$ cat src/design/frpc_params.svh
`ifndef FRPC_PARAMS_SVH
`define FRPC_PARAMS_SVH
// ------------------------------------------------------------
// Register byte offsets
// ------------------------------------------------------------
`define FRPC_OFF_MODE0     8'h00
`define FRPC_OFF_MODE1     8'h04
`define FRPC_OFF_MODE4     8'h08
`define FRPC_OFF_CMD       8'h0C
`define FRPC_OFF_STATUS    8'h10
`define FRPC_OFF_IRQ_STAT  8'h14
`define FRPC_OFF_IRQ_MASK  8'h18
`define FRPC_OFF_CTRL      8'h1C
// ------------------------------------------------------------
// Field positions
// ------------------------------------------------------------
`define FRPC_BIT_READY     0
`define FRPC_BIT_RMSEL     1
`define FRPC_BIT_BLKEN     2
`define FRPC_BIT_STOP      3
`define FRPC_BIT_CTRL2     1
`define FRPC_BIT_LOWCUR    7
`define FRPC_BIT_DONE      0
`define FRPC_BIT_ABORT     1
`define FRPC_BIT_ARMERR    2
`define FRPC_BIT_PWRDN     3
// ------------------------------------------------------------
// Commands and timing
// ------------------------------------------------------------
`define FRPC_CMD_PROGRAM   8'h40
`define FRPC_CMD_ERASE     8'h20
`define FRPC_CMD_CONFIRM   8'hD0
`define FRPC_PROG_NS       400000
`define FRPC_ERASE_NS      9000000
`define FRPC_NMI_NS        1000
`define FRPC_CLK_NS        50
`define FRPC_PROG_CYC      (`FRPC_PROG_NS / `FRPC_CLK_NS)
`define FRPC_ERASE_CYC     (`FRPC_ERASE_NS / `FRPC_CLK_NS)
`define FRPC_NMI_CYC       (`FRPC_NMI_NS / `FRPC_CLK_NS)
`define FRPC_IRQ_W         4
`endif

$ cat src/design/frpc_pkg.sv
package frpc_pkg;
    typedef enum logic [2:0] {
        FRPC_IDLE    = 3'b000,
        FRPC_PROG_AR = 3'b001,
        FRPC_ERA_AR  = 3'b010,
        FRPC_BUSY    = 3'b011,
        FRPC_RECOVER = 3'b100
    } frpc_state_t;

    typedef struct packed {
        logic        psel;
        logic        penable;
        logic        pwrite;
        logic [7:0]  paddr;
        logic [31:0] pwdata;
    } frpc_apb_req_t;

    typedef struct packed {
        logic rewrite_mode_select_bit;
        logic block_rewrite_enable_bit;
        logic flash_stop_bit;
        logic second_rewrite_control_bit;
        logic low_current_read_enable;
    } frpc_ctrl_t;
endpackage

$ cat src/design/frpc_top.sv
// The register addresses and register access over APB are this design's own decisions.
`timescale 1ns/1ns
`include "frpc_params.svh"
// Function
// - Acknowledged watchdog, voltage or comparator NMI aborts erase/program, resets flash.
// - After abort, NMI service waits a fixed delay; flash then restarts.
// - Watchdog keeps counting during flash commands and may abort them.
// - Flash stop bit set blocks every flash array access.
// - Stop or wait with rewrite disabled powers flash off automatically.
// - Leaving stop or wait restores flash power automatically.
// - Low-current read enable in low-speed modes reduces read current.
// - Ready flag reads 0 during program or erase, 1 when finished.
// - Program starts on command 40h then a data byte write.
module frpc_top
    import frpc_pkg::*;
#(
    parameter int PROG_CYC  = `FRPC_PROG_CYC,
    parameter int ERASE_CYC = `FRPC_ERASE_CYC
) (
    // Clock and reset
    input  wire logic        clk_in,
    input  wire logic        reset_in,
    // APB slave
    input  wire logic        psel_in,
    input  wire logic        penable_in,
    input  wire logic        pwrite_in,
    input  wire logic [7:0]  paddr_in,
    input  wire logic [31:0] pwdata_in,
    output logic [31:0]      prdata_out,
    output logic             pready_out,
    output logic             pslverr_out,
    // System state
    input  wire logic        nmi_ack_in,
    input  wire logic        stop_mode_in,
    input  wire logic        wait_mode_in,
    input  wire logic        low_speed_mode_in,
    input  wire logic        array_req_in,
    // Flash array control
    output logic             array_grant_out,
    output logic             flash_power_out,
    output logic             array_reset_out,
    output logic             low_current_out,
    output logic             nmi_release_out,
    output logic             irq_out
);
    // ------------------------------------------------------------
    // State
    // ------------------------------------------------------------
    localparam int TW = 24;
    frpc_state_t            state, next_state;
    frpc_ctrl_t             ctrl, next_ctrl;
    frpc_apb_req_t          req;
    logic [`FRPC_IRQ_W-1:0] irq_stat, next_irq_stat;
    logic [`FRPC_IRQ_W-1:0] irq_mask, next_irq_mask;
    logic [31:0]            next_prdata;
    logic                   next_pready, next_pslverr;
    logic                   armed_rmsel, armed_blken, armed_ctrl2;
    logic                   next_armed_rmsel, next_armed_blken;
    logic                   next_armed_ctrl2;
    logic                   t_load, t_clear, t_expired;
    logic [TW-1:0]          t_count;
    logic                   next_grant, next_power, next_areset;
    logic                   next_lowcur, next_nmi_rel, next_irq;
    logic                   wr_acc, rd_acc, ready_flag, pwr_ok;
    logic [`FRPC_IRQ_W-1:0] ev;
    logic                   unmapped;

    // Bus request bundled so the decode reads one carrier
    assign req = '{psel: psel_in, penable: penable_in, pwrite: pwrite_in,
                   paddr: paddr_in, pwdata: pwdata_in};
    // One-wait-state slave: write taken when pready already high, read taken in the wait cycle
    assign wr_acc = req.psel & req.penable & pready_out & req.pwrite;
    assign rd_acc = req.psel & req.penable & ~pready_out & ~req.pwrite;
    assign ready_flag = (state == FRPC_IDLE) || (state == FRPC_PROG_AR)
                        || (state == FRPC_ERA_AR);
    // Power drops in stop/wait unless CPU rewrite is enabled
    assign pwr_ok = ~((stop_mode_in | wait_mode_in)
                      & ~ctrl.rewrite_mode_select_bit);
    // Offsets off the map answer with an error; a write there only disarms the 0-then-1 sequence
    assign unmapped = !(req.paddr inside {`FRPC_OFF_MODE0, `FRPC_OFF_MODE1,
        `FRPC_OFF_MODE4, `FRPC_OFF_CMD, `FRPC_OFF_STATUS,
        `FRPC_OFF_IRQ_STAT, `FRPC_OFF_IRQ_MASK});

    // One timer serves both the operation and the recovery delay
    frpc_timer #(.W(TW)) u_timer (
        .clk_in      (clk_in),
        .reset_in    (reset_in),
        .load_in     (t_load),
        .count_in    (t_count),
        .clear_in    (t_clear),
        .expired_out (t_expired)
    );

    // ------------------------------------------------------------
    // Sequencer
    // ------------------------------------------------------------
    // Watchdog runs on outside the block, so its NMI can land here
    always_comb begin
        next_state = state;
        t_load     = 1'b0;
        t_clear    = 1'b0;
        t_count    = '0;
        ev         = '0;
        unique case (state)
            FRPC_IDLE: begin
                if (wr_acc && req.paddr == `FRPC_OFF_CMD
                    && ctrl.rewrite_mode_select_bit) begin
                    if (req.pwdata[7:0] == `FRPC_CMD_PROGRAM) begin
                        next_state = FRPC_PROG_AR;
                    end else if (req.pwdata[7:0] == `FRPC_CMD_ERASE) begin
                        next_state = FRPC_ERA_AR;
                    end
                end
            end
            FRPC_PROG_AR: begin
                if (wr_acc && req.paddr == `FRPC_OFF_CMD) begin
                    next_state = FRPC_BUSY;
                    t_load     = 1'b1;
                    t_count    = TW'(PROG_CYC);
                end
            end
            FRPC_ERA_AR: begin
                if (wr_acc && req.paddr == `FRPC_OFF_CMD) begin
                    if (req.pwdata[7:0] == `FRPC_CMD_CONFIRM) begin
                        next_state = FRPC_BUSY;
                        t_load     = 1'b1;
                        t_count    = TW'(ERASE_CYC);
                    end else begin
                        next_state = FRPC_IDLE;
                    end
                end
            end
            FRPC_BUSY: begin
                if (nmi_ack_in) begin
                    next_state = FRPC_RECOVER;
                    t_load     = 1'b1;
                    t_count    = TW'(`FRPC_NMI_CYC);
                    ev[`FRPC_BIT_ABORT] = 1'b1;
                end else if (t_expired) begin
                    next_state = FRPC_IDLE;
                    ev[`FRPC_BIT_DONE] = 1'b1;
                end
            end
            FRPC_RECOVER: begin
                if (t_expired) begin
                    next_state = FRPC_IDLE;
                end
            end
            default: begin
                next_state = FRPC_IDLE;
                t_clear    = 1'b1;
            end
        endcase
        if (pwr_ok == 1'b0 && flash_power_out) begin
            ev[`FRPC_BIT_PWRDN] = 1'b1;
        end
    end

    // ------------------------------------------------------------
    // Registers and bus
    // ------------------------------------------------------------
    // A 1 in the rewrite select, block enable or second control bit only sticks when armed by a prior 0 write
    always_comb begin
        next_ctrl        = ctrl;
        next_armed_rmsel = armed_rmsel;
        next_armed_blken = armed_blken;
        next_armed_ctrl2 = armed_ctrl2;
        next_irq_mask    = irq_mask;
        next_irq_stat    = irq_stat;
        next_prdata      = prdata_out;
        next_pready      = req.psel & req.penable & ~pready_out;
        // Error decided early so it stands together with pready
        next_pslverr     = next_pready & unmapped;
        if (wr_acc) begin
            unique case (req.paddr)
                `FRPC_OFF_MODE0: begin
                    if (!req.pwdata[`FRPC_BIT_RMSEL]) begin
                        next_ctrl.rewrite_mode_select_bit = 1'b0;
                        next_armed_rmsel = 1'b1;
                    end else if (armed_rmsel) begin
                        next_ctrl.rewrite_mode_select_bit = 1'b1;
                    end else begin
                        next_irq_stat[`FRPC_BIT_ARMERR] = 1'b1;
                    end
                    if (!req.pwdata[`FRPC_BIT_BLKEN]) begin
                        next_ctrl.block_rewrite_enable_bit = 1'b0;
                        next_armed_blken = 1'b1;
                    end else if (armed_blken) begin
                        next_ctrl.block_rewrite_enable_bit = 1'b1;
                    end
                    next_ctrl.flash_stop_bit =
                        req.pwdata[`FRPC_BIT_STOP];
                end
                `FRPC_OFF_MODE1: begin
                    if (!req.pwdata[`FRPC_BIT_CTRL2]) begin
                        next_ctrl.second_rewrite_control_bit = 1'b0;
                        next_armed_ctrl2 = 1'b1;
                    end else if (armed_ctrl2) begin
                        next_ctrl.second_rewrite_control_bit = 1'b1;
                    end
                end
                `FRPC_OFF_MODE4: begin
                    next_ctrl.low_current_read_enable =
                        req.pwdata[`FRPC_BIT_LOWCUR];
                end
                `FRPC_OFF_IRQ_STAT: begin
                    next_irq_stat = irq_stat & ~req.pwdata[`FRPC_IRQ_W-1:0];
                end
                `FRPC_OFF_IRQ_MASK: begin
                    next_irq_mask = req.pwdata[`FRPC_IRQ_W-1:0];
                end
                `FRPC_OFF_CMD: ;
                default: ; // Unmapped: error raised in the first access cycle; STATUS write ignored
            endcase
            // Any other write disarms the 0-then-1 sequence
            if (req.paddr != `FRPC_OFF_MODE0) begin
                next_armed_rmsel = 1'b0;
                next_armed_blken = 1'b0;
            end
            if (req.paddr != `FRPC_OFF_MODE1) begin
                next_armed_ctrl2 = 1'b0;
            end
        end
        // Set beats clear
        next_irq_stat = next_irq_stat | ev;
        // Read data taken in the first access cycle, held to the next read
        if (rd_acc) begin
            unique case (req.paddr)
                `FRPC_OFF_MODE0: next_prdata = {28'h0000000,
                    ctrl.flash_stop_bit, ctrl.block_rewrite_enable_bit,
                    ctrl.rewrite_mode_select_bit, ready_flag};
                `FRPC_OFF_MODE1: next_prdata = {30'h0000000,
                    ctrl.second_rewrite_control_bit, 1'b0};
                `FRPC_OFF_MODE4: next_prdata = {24'h000000,
                    ctrl.low_current_read_enable, 7'h00};
                `FRPC_OFF_STATUS: next_prdata = {29'h0000000, state};
                `FRPC_OFF_IRQ_STAT: next_prdata = {28'h0000000, irq_stat};
                `FRPC_OFF_IRQ_MASK: next_prdata = {28'h0000000, irq_mask};
                `FRPC_OFF_CMD: next_prdata = 32'h00000000;
                default: begin
                    next_prdata  = 32'h00000000;
                    next_pslverr = 1'b1;
                end
            endcase
        end
        // Grant and flash reset both follow next_state, never together
        next_grant   = array_req_in & ~ctrl.flash_stop_bit & pwr_ok
                       & (next_state == FRPC_IDLE);
        next_power   = pwr_ok;
        next_areset  = (next_state == FRPC_RECOVER);
        next_lowcur  = ctrl.low_current_read_enable
                       & low_speed_mode_in;
        next_nmi_rel = (state == FRPC_RECOVER) & t_expired;
        next_irq     = |(next_irq_stat & next_irq_mask);
    end

    // ------------------------------------------------------------
    // Registers
    // ------------------------------------------------------------
    // Every output leaves a flip-flop; reset keeps the flash powered
    always_ff @(posedge clk_in or posedge reset_in) begin
        if (reset_in) begin
            state           <= FRPC_IDLE;
            ctrl            <= '0;
            armed_rmsel     <= 1'b0;
            armed_blken     <= 1'b0;
            armed_ctrl2     <= 1'b0;
            irq_stat        <= '0;
            irq_mask        <= '0;
            prdata_out      <= 32'h00000000;
            pready_out      <= 1'b0;
            pslverr_out     <= 1'b0;
            array_grant_out <= 1'b0;
            flash_power_out <= 1'b1;
            array_reset_out <= 1'b0;
            low_current_out <= 1'b0;
            nmi_release_out <= 1'b0;
            irq_out         <= 1'b0;
        end else begin
            state           <= next_state;
            ctrl            <= next_ctrl;
            armed_rmsel     <= next_armed_rmsel;
            armed_blken     <= next_armed_blken;
            armed_ctrl2     <= next_armed_ctrl2;
            irq_stat        <= next_irq_stat;
            irq_mask        <= next_irq_mask;
            prdata_out      <= next_prdata;
            pready_out      <= next_pready;
            pslverr_out     <= next_pslverr;
            array_grant_out <= next_grant;
            flash_power_out <= next_power;
            array_reset_out <= next_areset;
            low_current_out <= next_lowcur;
            nmi_release_out <= next_nmi_rel;
            irq_out         <= next_irq;
        end
    end
endmodule // frpc_top

$ cat src/design/frpc_timer.sv
`timescale 1ns/1ns
// Down counter that times one flash operation or recovery delay
module frpc_timer #(
    parameter int W = 24
) (
    // Clock and reset
    input  wire logic         clk_in,
    input  wire logic         reset_in,
    // Control
    input  wire logic         load_in,
    input  wire logic [W-1:0] count_in,
    input  wire logic         clear_in,
    // Status
    output logic              expired_out
);
    logic [W-1:0] cnt;
    logic [W-1:0] next_cnt;

    // Load wins over clear; the count stops at zero
    always_comb begin
        next_cnt = cnt;
        if (load_in) begin
            next_cnt = count_in;
        end else if (clear_in) begin
            next_cnt = '0;
        end else if (cnt != '0) begin
            next_cnt = cnt - W'(1);
        end
    end

    // Last counted cycle flagged at once, so a load of N lasts N cycles
    assign expired_out = (cnt == W'(1));

    // Counter register
    always_ff @(posedge clk_in or posedge reset_in) begin
        if (reset_in) begin
            cnt <= '0;
        end else begin
            cnt <= next_cnt;
        end
    end
endmodule // frpc_timer

$ cat config.mk
export PLATFORM = sky130hd
export DESIGN_NAME = frpc_top
export DESIGN_NICKNAME = d
export VERILOG_FILES = /design/src/design/frpc_pkg.sv /design/src/design/frpc_top.sv /design/src/design/frpc_timer.sv
export VERILOG_INCLUDE_DIRS = /design/src /design/src/design
export SDC_FILE = /design/constraint.sdc
export NUM_CORES = 1
export LEC_CHECK = 0
export CAP_MARGIN = 20
export CELL_PAD_IN_SITES_DETAIL_PLACEMENT = 1
export CELL_PAD_IN_SITES_GLOBAL_PLACEMENT = 2
export CORE_ASPECT_RATIO = 1.5
export CORE_UTILIZATION = 35
export DETAILED_ROUTE_END_ITERATION = 16
export DONT_BUFFER_PORTS = 1
export GPL_TIMING_DRIVEN = 0
export PLACE_DENSITY = 0.86
export SLEW_MARGIN = 20
export SYNTH_ARGS = -nofsm -noshare
export SYNTH_HDL_FRONTEND = slang
export SYNTH_SLANG_ARGS = --single-unit
$ cat constraint.sdc
create_clock -name clk_in -period 1.95 [get_ports clk_in]
set_input_delay 0.2925 -clock clk_in [delete_from_list [all_inputs] [get_ports clk_in]]
set_output_delay 0.2925 -clock clk_in [all_outputs]
set_load 0.01 [all_outputs]
[After elaboration in Yosys (flattened, before gate mapping)]
Index checks and enable logic that the tools add are counted.
Cells by class
  add/sub/neg operators: 1
  bitwise gates (word level): 22
  equality and inequality tests: 23
  mux-type cells: 51
  reductions and logical operators: 25
Operator list (number)
  two-way mux 24 bit: 3
  one-hot mux 18 bit (3 select lines): 1
  one-hot mux 8 bit (6 select lines): 1
  two-way mux 18 bit: 2
  two-way mux 1 bit: 26
  == test 24 x 1 -> 1 bit (second input constant): 1
  == test 8 x 5 -> 1 bit (second input constant): 3
  nonzero test 24 bit: 1
  subtractor 24 x 1 -> 24 bit (second input constant): 1
  two-way mux 3 bit: 7
  AND reduction 3 bit: 6
  == test 8 x 4 -> 1 bit (second input constant): 2
  one-hot mux 3 bit (5 select lines): 1
  two-way mux 13 bit: 1
  AND 1 bit: 12
  two-way mux 4 bit: 3
  != test 2 x 1 -> 1 bit (second input constant): 6
  AND 4 bit: 2
  == test 8 x 3 -> 1 bit (second input constant): 1
  == test 8 x 6 -> 1 bit (second input constant): 1
  == test 8 x 7 -> 1 bit (second input constant): 1
  == test 8 bit (second input constant): 1
  logical NOT 8 bit: 1
  != test 8 x 3 -> 1 bit (second input constant): 1
  23 further kinds: 37
Word-level totals
  output and inout port bits: 40
  register bits: 83
  logic and storage cells: 143
  bits of input ports: 50

[Depth between registers and ports, before layout]
Gate-level depths: netlist of the first run.
  depth in word-level cells: 9
  depth in mapped cells: 8
  gate-level depth less buffers: 7

[Modules after synthesis]
Synthesis of the first run repeated with hierarchy kept, for this count alone.
Second synthesis, totals
  cells, all modules: 376
  area total of the unflattened synthesis: 3499.6 um^2
Modules (own cells, without submodules)
  frpc_top: sequential area each 802.0 um^2, area an instance 1871.8 um^2, times used 1, cells each 196
  frpc_timer: sequential area each 600.6 um^2, area an instance 1627.8 um^2, times used 1, cells each 180

[Worst setup path before layout of the first run]
OpenSTA, ideal clock, no wires.
  path kind: register to register
  start point: register state[0]
  end point: register u_timer.cnt[6]
  arrival time: 1.812 ns
  slack: 0.015 ns
  setup time: 0.123 ns
  period minus slack after synthesis: 1.935 ns
  path buffers: 1
  data required time: 1.827 ns
  cell stages (with the launch flop): 7
  cell sequence: dfrtp_1 > buf_2 > or3b_2 > nor4_1 > a22o_2 > a2bb2oi_1 > nor2_1
On the way
  word-level cells in the longest chain between the ends: 4
  elaborated cells between the ends (all ways): 11
  classes of those cells: eq/ne (5); mux (4); reduce/logical (2)
Ends and longest elaborated chain
  start: declaration: line frpc_top.sv:50  | frpc_state_t state, next_state;
  start signal: assignment: line frpc_top.sv:280  | state <= next_state;
  == test 3 x 1 -> 1 bit (tied with other cells): line frpc_top.sv:104  | unique case (state)
  OR reduction 5 bit (no line)
  two-way mux 24 bit: line frpc_timer.sv:24  | end else if (clear_in) begin
  two-way mux 24 bit: line frpc_timer.sv:22  | if (load_in) begin
  end signal: assignment: line frpc_timer.sv:39  | cnt <= next_cnt;
  end: declaration: line frpc_timer.sv:16  | logic [W-1:0] cnt;
Parallel ways exist; a longest one is shown, timed or not.
A chain may end at the register's enable or synchronous reset.

[Final worst setup path of the first run]
  start point: register u_timer.cnt[5]
  end point: register u_timer.cnt[19]
On the way
  word-level cells in the longest chain between the ends: 4
  elaborated cells between the ends (all ways): 6
  classes of those cells: add/sub (1); eq/ne (1); mux (3); reduce/logical (1)
Ends and longest elaborated chain
  subtractor 24 x 1 -> 24 bit: line frpc_timer.sv:27  | next_cnt = cnt - W'(1);
  two-way mux 24 bit: line frpc_timer.sv:26  | end else if (cnt != '0) begin
  two-way mux 24 bit: line frpc_timer.sv:24
  two-way mux 24 bit: line frpc_timer.sv:22
Parallel ways exist; a longest one is shown, timed or not. The select of a mux whose other input is x is not followed.

==> results of run 1 <==
## cell type report
class | count | area share [%]
sequential | 56 | 33.5
buffer | 40 | 6.91
multi-input combinational | 260 | 46.2
clock inverter | 2 | 1.43
inverter | 7 | 0.685
clock buffer | 6 | 3.07
timing repair buffer | 26 | 4.83
tap | 112 | 3.34
## placed cells by master (no fill, tap or decap), types with 3 or more instances in the layout
master / instances
sky130_fd_sc_hd__a21oi_1: 10
sky130_fd_sc_hd__a22o_1: 3
sky130_fd_sc_hd__a31oi_1: 4
sky130_fd_sc_hd__and2_1: 5
sky130_fd_sc_hd__and3_1: 3
sky130_fd_sc_hd__buf_2: 3
sky130_fd_sc_hd__buf_4: 52
sky130_fd_sc_hd__buf_6: 6
sky130_fd_sc_hd__clkbuf_1: 4
sky130_fd_sc_hd__clkbuf_16: 5
sky130_fd_sc_hd__conb_1: 27
sky130_fd_sc_hd__dfrtp_1: 51
sky130_fd_sc_hd__dfrtp_2: 4
sky130_fd_sc_hd__inv_1: 4
sky130_fd_sc_hd__mux2_2: 6
sky130_fd_sc_hd__mux2i_1: 3
sky130_fd_sc_hd__nand2_1: 17
sky130_fd_sc_hd__nand2_4: 3
sky130_fd_sc_hd__nand3_1: 8
sky130_fd_sc_hd__nand4_1: 6
sky130_fd_sc_hd__nor2_1: 32
sky130_fd_sc_hd__nor3_1: 7
sky130_fd_sc_hd__nor3_4: 3
sky130_fd_sc_hd__nor4_1: 4
sky130_fd_sc_hd__nor4_4: 4
sky130_fd_sc_hd__nor4b_1: 4
sky130_fd_sc_hd__nor4b_4: 5
sky130_fd_sc_hd__o21ai_0: 18
sky130_fd_sc_hd__o21ai_1: 3
sky130_fd_sc_hd__o22a_1: 3
sky130_fd_sc_hd__or3_1: 4
sky130_fd_sc_hd__or4_4: 4
sky130_fd_sc_hd__xnor2_1: 15
sky130_fd_sc_hd__xor2_1: 5
## worst min path at each step
stage	end	slack (ns)	depth (start not counted)
2_1_floorplan	ctrl[3]	0.42	2
3_3_place_gp	ctrl[3]	0.42	2
3_5_place_dp	low_current_out	0.33	1
4_1_cts	u_timer.cnt[3]	0.01	1
5_1_grt	low_current_out	0.06	1
6_report	low_current_out	-0.02	1
## synth_stat cells, drive strengths merged, types with 5 or more instances
master,number
a21oi,11
and2,5
buf,36
clkbuf,6
dfrtp,55
inv,7
mux2,6
nand2,21
nand3,9
nand4,6
nor2,35
nor3,11
nor4,10
nor4b,10
o21ai,22
or4,5
xnor2,17
xor2,5
## per-stage QoR
step | util, % | hold WS (ns) | cells | total power [W] | setup slack (ns)
final | 45.4 | -0.0185 | 509 | 0.00286 | -0.187
after floorplan | - | 0.416 | 365 | 0.00154 | 0.0151
after CTS | 43.7 | 0.0145 | 501 | 0.00283 | -0.0420
after global routing | 45.4 | 0.0567 | 509 | 0.00296 | -0.302
after global placement | 38.5 | 0.419 | 477 | 0.00160 | -0.405
after detailed placement | 38.6 | 0.335 | 477 | 0.00161 | -0.459
## worst max-delay path: stages (launching register included)
cell,delay (ns)
sky130_fd_sc_hd__dfrtp_2,0.44
sky130_fd_sc_hd__nor4_4,0.39
sky130_fd_sc_hd__buf_4,0.18
sky130_fd_sc_hd__nand4_1,0.07
sky130_fd_sc_hd__buf_4,0.19
sky130_fd_sc_hd__nor4_1,0.39
sky130_fd_sc_hd__xnor2_1,0.16
sky130_fd_sc_hd__nor2_1,0.21
## report_power, final
group / switching [W] / internal, W
Sequential: 0.0000204 / 0.00119
Combinational: 0.000264 / 0.000216
Clock: 0.000424 / 0.000738
## registers in the layout (all words and copies together) (netlist names), 3 cells and up
signal / count
state: 3
ctrl: 5
u_timer.cnt: 24
prdata_out: 5
irq_stat: 4
irq_mask: 4
## layer usage
metal / vias to the layer above / global-route usage (%) / wire length [um]
met2: 69 / 38.3 / 5690
li1: 1280 / - / -
met5: - / 0 / 0
met1: 1360 / 20.8 / 3470
met3: 24 / 3.83 / 390
met4: 0 / 7.68 / 346
## cell families after synthesis
group / share of synthesized area, %
XOR/XNOR: 5.79
multiplexers: 2.93
AO/OA/AOI/OAI: 12.1
other: 0.113
adder cells (fa/ha/maj): 1.13
AND/OR/NAND/NOR: 26.5
buffers and inverters: 9.32
flip-flops: 42.1
## repair_timing
item | in CTS | in global routing
gates cloned | 1 | 0
buffers inserted | 17 | 8
setup endpoints to repair | 32 | 27
resized for setup | 43 | 20
pin swaps | 13 | 8
==> out/qor.log, run 1 <==
qor: drt.route.antenna.remaining_nets 0
qor: timing.fin_worst_skew 0.00873 ns
qor: global_route.number_of_antenna_violations_at_the_first_check_in_global_routing 0
qor: floorplan.core_area 9250 sq um
qor: final_layout.syn2layout_area_growth 26.2%
qor: clock_tree.clock_tree.htree_level_count 2
qor: drt.drt_pre_antenna_iters 4
qor: timing.tns -1.55 ns
qor: synth.synthArstFlopShare 100%
qor: clock_tree.cts_root_buf sky130_fd_sc_hd__clkbuf_16
qor: final_layout.layout-drive-gt1-share 32.5%
qor: floorplan.initial_utilization 36.0%
qor: timing.tightest_slew 0.720 ns
qor: drt.detail_route.wirelength 9900 um
qor: timing.crit_path_time_final 2.14 ns
qor: critical_path.cp-endpoint u_timer.cnt[19]
qor: global_route.grt_first_pass_wirelength 14900 um
qor: critical_path.critPathLaunch u_timer.cnt[5]
qor: critical_path.worst_r2r_startpoint u_timer.cnt[5]
qor: drt.drc_viols 0
qor: timing.worst_slack -0.187 ns
qor: timing.hold_ws -0.0185 ns
qor: critical_path.worst_ep_required_time 2.15 ns
qor: synth.synth_enable_flop_cells 0
qor: timing.rsz0062_at_grt true
qor: synth.synth_top_cells_by_area sky130_fd_sc_hd__dfrtp_1 (41%), sky130_fd_sc_hd__buf_4 (6.3%), sky130_fd_sc_hd__xnor2_1 (4.5%)
qor: synth.syn_inst 339
qor: final_layout.num_antenna_cells 0
qor: placement.placement.io_buffers 0
qor: floorplan.io-pin-count 90
qor: clock_tree.number_of_buffers_inserted_by_hold_repair_at_cts 0
qor: placement.dpl-instance-area 3570 sq um
qor: power.power.density 680 nW/um^2
qor: synth.seq_area_frac_synth 42.1%
qor: global_route.grt_max_degree 57
qor: critical_path.worst_r2r_path_depth 7
qor: synth.synth-main-ff-cell sky130_fd_sc_hd__dfrtp_1
qor: placement.hpwl 6700 um
qor: timing.min_period_over_period 110%
qor: status.result_of_the_run complete, but fails checks
qor: status.violations negative hold slack, negative setup slack
qor: timing.setup_viol_count_final 24
qor: global_route.via_count_of_the_first_global_routing_pass 2891
qor: floorplan.number_of_standard_cell_rows_in_the_floorplan 43
qor: final_layout.final-seq-area 1410 sq um
qor: drt.via_count 2733
qor: clock_tree.clkLatencyLatePin 0.30 ns
qor: power.ir_drop 0.410 mV
qor: critical_path.worstSetupPathType flop to flop
qor: clock_tree.cts-buffers-inserted 5
qor: critical_path.worst-path-max-fanout 8
qor: timing.timing_hold_violations_final 15
qor: job.maxCapViolations 0
qor: global_route.globalRoute.totalOverflow 0
qor: worst_hold_path.min_path_type input pin to async pin
qor: floorplan.die_width 81.6 um
qor: critical_path.critPathLaunchType flop
qor: synth.ys_types 65
qor: synth.synth_area 3330 sq um
qor: timing.report.final.slew_viol_count 0
qor: final_layout.final_design_area_no_fill 4200 sq um
qor: floorplan.dieArea 9910 sq um
qor: drt.drt_iter0_markers 104
qor: final_layout.num-nets-final 449
qor: critical_path.r2r_end u_timer.cnt[19]
qor: final_layout.nFillCells 1044
qor: global_route.global_route.usage.total 20.1%
qor: synth.netlist.area_leader.share 41.3%
qor: synth.yosysWarningCount 0
qor: critical_path.critical_path_arrival 2.34 ns
qor: timing.worst_slew_margin_rel 52.0%
qor: clock_tree.path_clk_slew 0.07 ns
qor: drt.vias_per_cell 5.37
qor: drt.post_drt_wl_per_cell 19.4 um
qor: placement.place.gp.congestion 0.870
qor: critical_path.ff_to_ff_setup_slack -0.19 ns
qor: critical_path.critical_path.endpoint_type flop
qor: floorplan.die_h 121 um
qor: synth.synth.largest_area_cell sky130_fd_sc_hd__dfrtp_1
qor: final_layout.multi_input_area 1940 sq um
qor: synth.synth.avg_cell_area 9.82 sq um
qor: timing.f_max 468 MHz
qor: power.p_leak 2.06 nW
qor: clock_tree.cts.sink_count 56
qor: clock_tree.clk_path_buf_depth 2
qor: clock_tree.cts_tree built
qor: synth.ys_ff_latch 56
No activity file was read; power rests on OpenSTA's default activity.
==> run 2: changes to the inputs <==
--- a/config.mk
+++ b/config.mk
@@ -6,11 +6,12 @@
 export SDC_FILE = /design/constraint.sdc
 export NUM_CORES = 1
 export LEC_CHECK = 0
+export ABC_AREA = 1
 export CAP_MARGIN = 20
 export CELL_PAD_IN_SITES_DETAIL_PLACEMENT = 1
 export CELL_PAD_IN_SITES_GLOBAL_PLACEMENT = 2
 export CORE_ASPECT_RATIO = 1.5
-export CORE_UTILIZATION = 35
+export CORE_UTILIZATION = 31
 export DETAILED_ROUTE_END_ITERATION = 16
 export DONT_BUFFER_PORTS = 1
 export GPL_TIMING_DRIVEN = 0
==> out/qor.log, run 2 <==
qor: critical_path.slowest_stage sky130_fd_sc_hd__dfrtp_1
qor: placement.post-place-ws -0.177 ns [+0.282 ns]
qor: synth.synth.avg_cell_area 6.93 sq um [-29%]
qor: final_layout.layout-drive-gt1-share 13.7% [-19 points]
qor: critical_path.critPathLaunchType flop
qor: floorplan.number_of_standard_cell_rows_in_the_floorplan 47 [+9.3%]
qor: final_layout.commonest_non_fill_non_tap_cells_in_the_layout sky130_fd_sc_hd__nand2_1 (123), sky130_fd_sc_hd__nor2_1 (106), sky130_fd_sc_hd__inv_1 (55)
qor: synth.syn_inst 512 [+51%]
qor: clock_tree.clkLatencyLatePin 0.30 ns [about the same]
qor: final_layout.nFillCells 1428 [+37%]
qor: drt.drt_iter0_markers 113 [+8.7%]
qor: critical_path.r2r_end u_timer.cnt[18]
qor: final_layout.multi_input_area 1840 sq um [-5.5%]
qor: critical_path.worst_r2r_startpoint u_timer.cnt[4]
qor: final_layout.final_design_area_no_fill 4130 sq um [-1.8%]
qor: drt.drc_viols 0 [unchanged]
qor: synth.seq_area_frac_synth 39.5% [-2.6 points]
qor: final_layout.most_common_cell_after_layout_fill_and_taps_aside sky130_fd_sc_hd__nand2_1
qor: power.ir_drop 0.470 mV [+14%]
qor: global_route.grt_max_degree 45 [-21%]
qor: synth.synth_top_cells_by_area sky130_fd_sc_hd__dfrtp_1 (39%), sky130_fd_sc_hd__nand2_1 (13%), sky130_fd_sc_hd__nor2_1 (12%)
qor: final_layout.num_antenna_cells 0 [unchanged]
qor: critical_path.worst-path-max-fanout 5 [-3]
qor: placement.place.gp.congestion 0.846 [-2.8%]
qor: synth.synthArstFlopShare 100% [unchanged]
qor: timing.report.final.slew_viol_count 0 [unchanged]
qor: power.p_leak 2.38 nW [+16%]
qor: clock_tree.cts.sink_count 56 [unchanged]
qor: critical_path.ff_to_ff_setup_slack 0.13 ns [+0.32 ns]
qor: floorplan.initial_utilization 31.9% [-4.0 points]
qor: critical_path.critical_path.cell_chain nor2_1 -> nand2_1 -> nor2_2 -> nand2_1 -> nor3_1 -> nand2_1 -> nand2_1 -> nand2_1 -> nor2_1
qor: final_layout.num-nets-final 607 [+35%]
qor: floorplan.die_width 89.4 um [+9.5%]
qor: synth.synth-simple-area-share 39.3% [+13 points]
qor: synth.synth_area 3550 sq um [+6.6%]
qor: global_route.grt_use_met3 2.99% [-0.84 points]
qor: timing.worst_slack 0.129 ns [+0.317 ns]
qor: critical_path.cp-endpoint u_timer.cnt[18]
qor: clock_tree.clock_tree.htree_level_count 2 [unchanged]
qor: drt.detail_route.wirelength 10000 um [+1.5%]
qor: critical_path.worstSetupPathType flop to flop
qor: critical_path.critPathMaxStageDelay 0.43 ns [about the same]
qor: global_route.global_route.usage.total 18.5% [-1.6 points]
qor: drt.vias_per_cell 4.61 [-14%]
qor: timing.timing_hold_violations_final 0 [-15]
qor: clock_tree.path_clk_slew 0.08 ns [about the same]
qor: critical_path.path_common_cell sky130_fd_sc_hd__nand2_1
qor: placement.placement.io_buffers 0 [unchanged]
qor: timing.rsz0062_at_grt true
qor: timing.fin_worst_skew 0.00765 ns [-0.00108 ns]
qor: final_layout.regMostFlops u_timer.cnt
qor: placement.hpwl 8260 um [+23%]
qor: clock_tree.clk_path_buf_depth 2 [unchanged]
qor: drt.drt_pre_antenna_iters 4 [unchanged]
qor: critical_path.worst_path_dominant_cell_family simple AND/OR/NAND/NOR gates
qor: synth.synth_adder_area_share 1.06% [-0.070 points]
qor: floorplan.die_h 133 um [+9.6%]
qor: global_route.globalRoute.totalOverflow 0 [unchanged]
qor: synth.ys_ff_latch 56 [unchanged]
qor: floorplan.io-pin-count 90 [unchanged]
qor: synth.yosysWarningCount 0 [unchanged]
qor: drt.via_count 3234 [+18%]
qor: clock_tree.cts-buffers-inserted 5 [unchanged]
qor: synth.synth-main-ff-cell sky130_fd_sc_hd__dfrtp_1
qor: synth.synth.largest_area_cell sky130_fd_sc_hd__dfrtp_1
qor: global_route.gr-usage-met2 36.7% [-1.6 points]
qor: critical_path.critical_path_arrival 2.06 ns [-0.28 ns]
qor: synth.synth_top_cells_by_count sky130_fd_sc_hd__nand2_1 (123), sky130_fd_sc_hd__nor2_1 (110), sky130_fd_sc_hd__inv_1 (56)
qor: synth.synth_enable_flop_cells 0 [unchanged]
qor: timing.min_period_over_period 93.4% [-16 points]
qor: drt.post_drt_wl_per_cell 14.3 um [-26%]
qor: clock_tree.cts_root_buf sky130_fd_sc_hd__clkbuf_16
qor: critical_path.critPathLaunch u_timer.cnt[4]
qor: critical_path.worstPathBufferInverterCount 0 [-2]
qor: placement.dpl-instance-area 3860 sq um [+8.2%]
qor: floorplan.dieArea 11900 sq um [+20%]
qor: critical_path.worst_ep_required_time 2.19 ns [+0.04 ns]
qor: synth.yosys.area_share.xor_xnor 2.22% [-3.6 points]
qor: synth.ys_types 33 [-49%]
qor: global_route.busiest_layer met2
qor: final_layout.largest_register_ff_count 24 [unchanged]
qor: critical_path.worst_r2r_path_depth 9 [+2]
qor: worst_hold_path.min_path_type input pin to flop
qor: final_layout.final-seq-area 1400 sq um [-0.27%]
qor: floorplan.core_area 11100 sq um [+20%]
qor: timing.crit_path_time_final 1.82 ns [-0.317 ns]
qor: power.power.density 558 nW/um^2 [-18%]
qor: global_route.grt_util_met1 17.7% [-3.1 points]
qor: synth.synth-compound-area-share 4.86% [-7.3 points]
qor: synth.netlist.area_leader.share 38.8% [-2.6 points]
qor: synth.synth_top_family_by_area simple AND/OR/NAND/NOR gates
qor: final_layout.syn2layout_area_growth 16.2%
qor: timing.worst_slew_margin_rel 62.9% [+11 points]
qor: synth.synth_mux_area_share 0.317% [-2.6 points]
qor: synth.yosys.cell_count.top_type sky130_fd_sc_hd__nand2_1
qor: critical_path.critical_path.endpoint_type flop
qor: timing.tightest_slew 0.555 ns [-0.165 ns]
qor: power.design_power_total 0.00230 W [-19%]
qor: global_route.grt_first_pass_wirelength 16700 um [+12%]
qor: critical_path.cp.depth 9 [+2]
qor: status.result_of_the_run finished clean
qor: timing.f_max 549 MHz [+17%]
qor: clock_tree.cts_tree built
qor: final_layout.biggestRegsByFlops u_timer.cnt x24, ctrl x5, prdata_out x5
qor: job.maxCapViolations 0 [unchanged]
qor: global_route.via_count_of_the_first_global_routing_pass 3433 [+19%]
qor: global_route.number_of_antenna_violations_at_the_first_check_in_global_routing 0 [unchanged]
qor: timing.setup_viol_count_final 0 [-100%]
qor: drt.route.antenna.remaining_nets 0 [unchanged]
-- run 2: cell types whose count changed after synthesis, moves of 5 or more --
cell | previous run | this run
sky130_fd_sc_hd__clkbuf_1 | 6 | 1
sky130_fd_sc_hd__nand2_2 | 0 | 5
sky130_fd_sc_hd__mux2_2 | 6 | 1
sky130_fd_sc_hd__inv_2 | 0 | 5
sky130_fd_sc_hd__nand3_1 | 9 | 49
sky130_fd_sc_hd__nand2_1 | 21 | 123
sky130_fd_sc_hd__nor2_1 | 34 | 110
sky130_fd_sc_hd__nor4b_1 | 6 | 0
sky130_fd_sc_hd__buf_2 | 5 | 0
sky130_fd_sc_hd__nor4_1 | 8 | 2
sky130_fd_sc_hd__xnor2_1 | 17 | 3
sky130_fd_sc_hd__inv_1 | 7 | 56
-- run 2: repair_timing --
item | CTS | global route
hold buffers | 1 | 0
setup buffers | 0 | 7
endpoints found under the hold margin | 12 | 0
pin swaps | 0 | 3
resized for setup | 3 | 7
endpoints found under the setup margin | 13 | 18
-- run 2: layout make-up --
class,instances,area share (%)
clock buffer,5,3.03
sequential,56,34.0
inverter,61,5.61
tap,147,4.46
timing repair buffer,9,2.49
clock inverter,3,0.637
multi-input combinational,392,44.5
buffer,29,5.28
-- run 2: where the power goes --
part	switching (W)	leakage [nW]	total, W	internal (W)
clock	0.000462	0.0744	0.000949	0.000487
combinational	0.0000992	1.55	0.000163	0.0000640
sequential	0.0000132	0.759	0.00119	0.00118
-- run 2: cells by family after synthesis --
kind of cell,after synthesis
other,1
xor gates and xnor gates,9
and+or+nand+nor,320
adders and majority gates,3
AOI/OAI and AO/OA,32
DFF,56
buffers and inverters,90
muxes,1
-- run 2: how the worst min path moves through the flow --
stage                                 start  depth (start not counted)               to  slack, ns
after detailed placement           reset_in                          1       pready_out       0.10
after global routing      low_speed_mode_in                          2  low_current_out       0.12
after floorplan           low_speed_mode_in                          2  low_current_out       0.40
after CTS                 low_speed_mode_in                          2  low_current_out       0.09
after global placement    low_speed_mode_in                          2  low_current_out       0.41
final                     low_speed_mode_in                          2  low_current_out        0.1
-- run 2: routing by layer --
| layer | share of wire, % | wire, um |
|---|---|---|
| met1 | 35 | 3540 |
| met2 | 59 | 5910 |
| met3 | 2.3 | 233 |
| met4 | 3.6 | 357 |
| met5 | 0 | 0 |
-- run 2: worst reg2reg max path: stages (launching register included) --
cell and delay (ns):
sky130_fd_sc_hd__dfrtp_1 0.43, sky130_fd_sc_hd__nor2_1 0.21, sky130_fd_sc_hd__nand2_1 0.17, sky130_fd_sc_hd__nor2_2 0.26, sky130_fd_sc_hd__nand2_1 0.14, sky130_fd_sc_hd__nor3_1 0.26
sky130_fd_sc_hd__nand2_1 0.09, sky130_fd_sc_hd__nand2_1 0.07, sky130_fd_sc_hd__nand2_1 0.04, sky130_fd_sc_hd__nor2_1 0.08
-- run 2: per-stage QoR --
step           TNS (ns)  std cells  util, %  hold WS, ns
2_1_floorplan         0        538        -        0.396
4_1_cts               0        695     36.3       0.0933
6_report              0        702     37.1       0.0991
5_1_grt         -0.0134        702     37.1        0.116
3_3_place_gp     -28.72        685     34.5        0.406
3_5_place_dp      -1.68        686     34.7        0.101
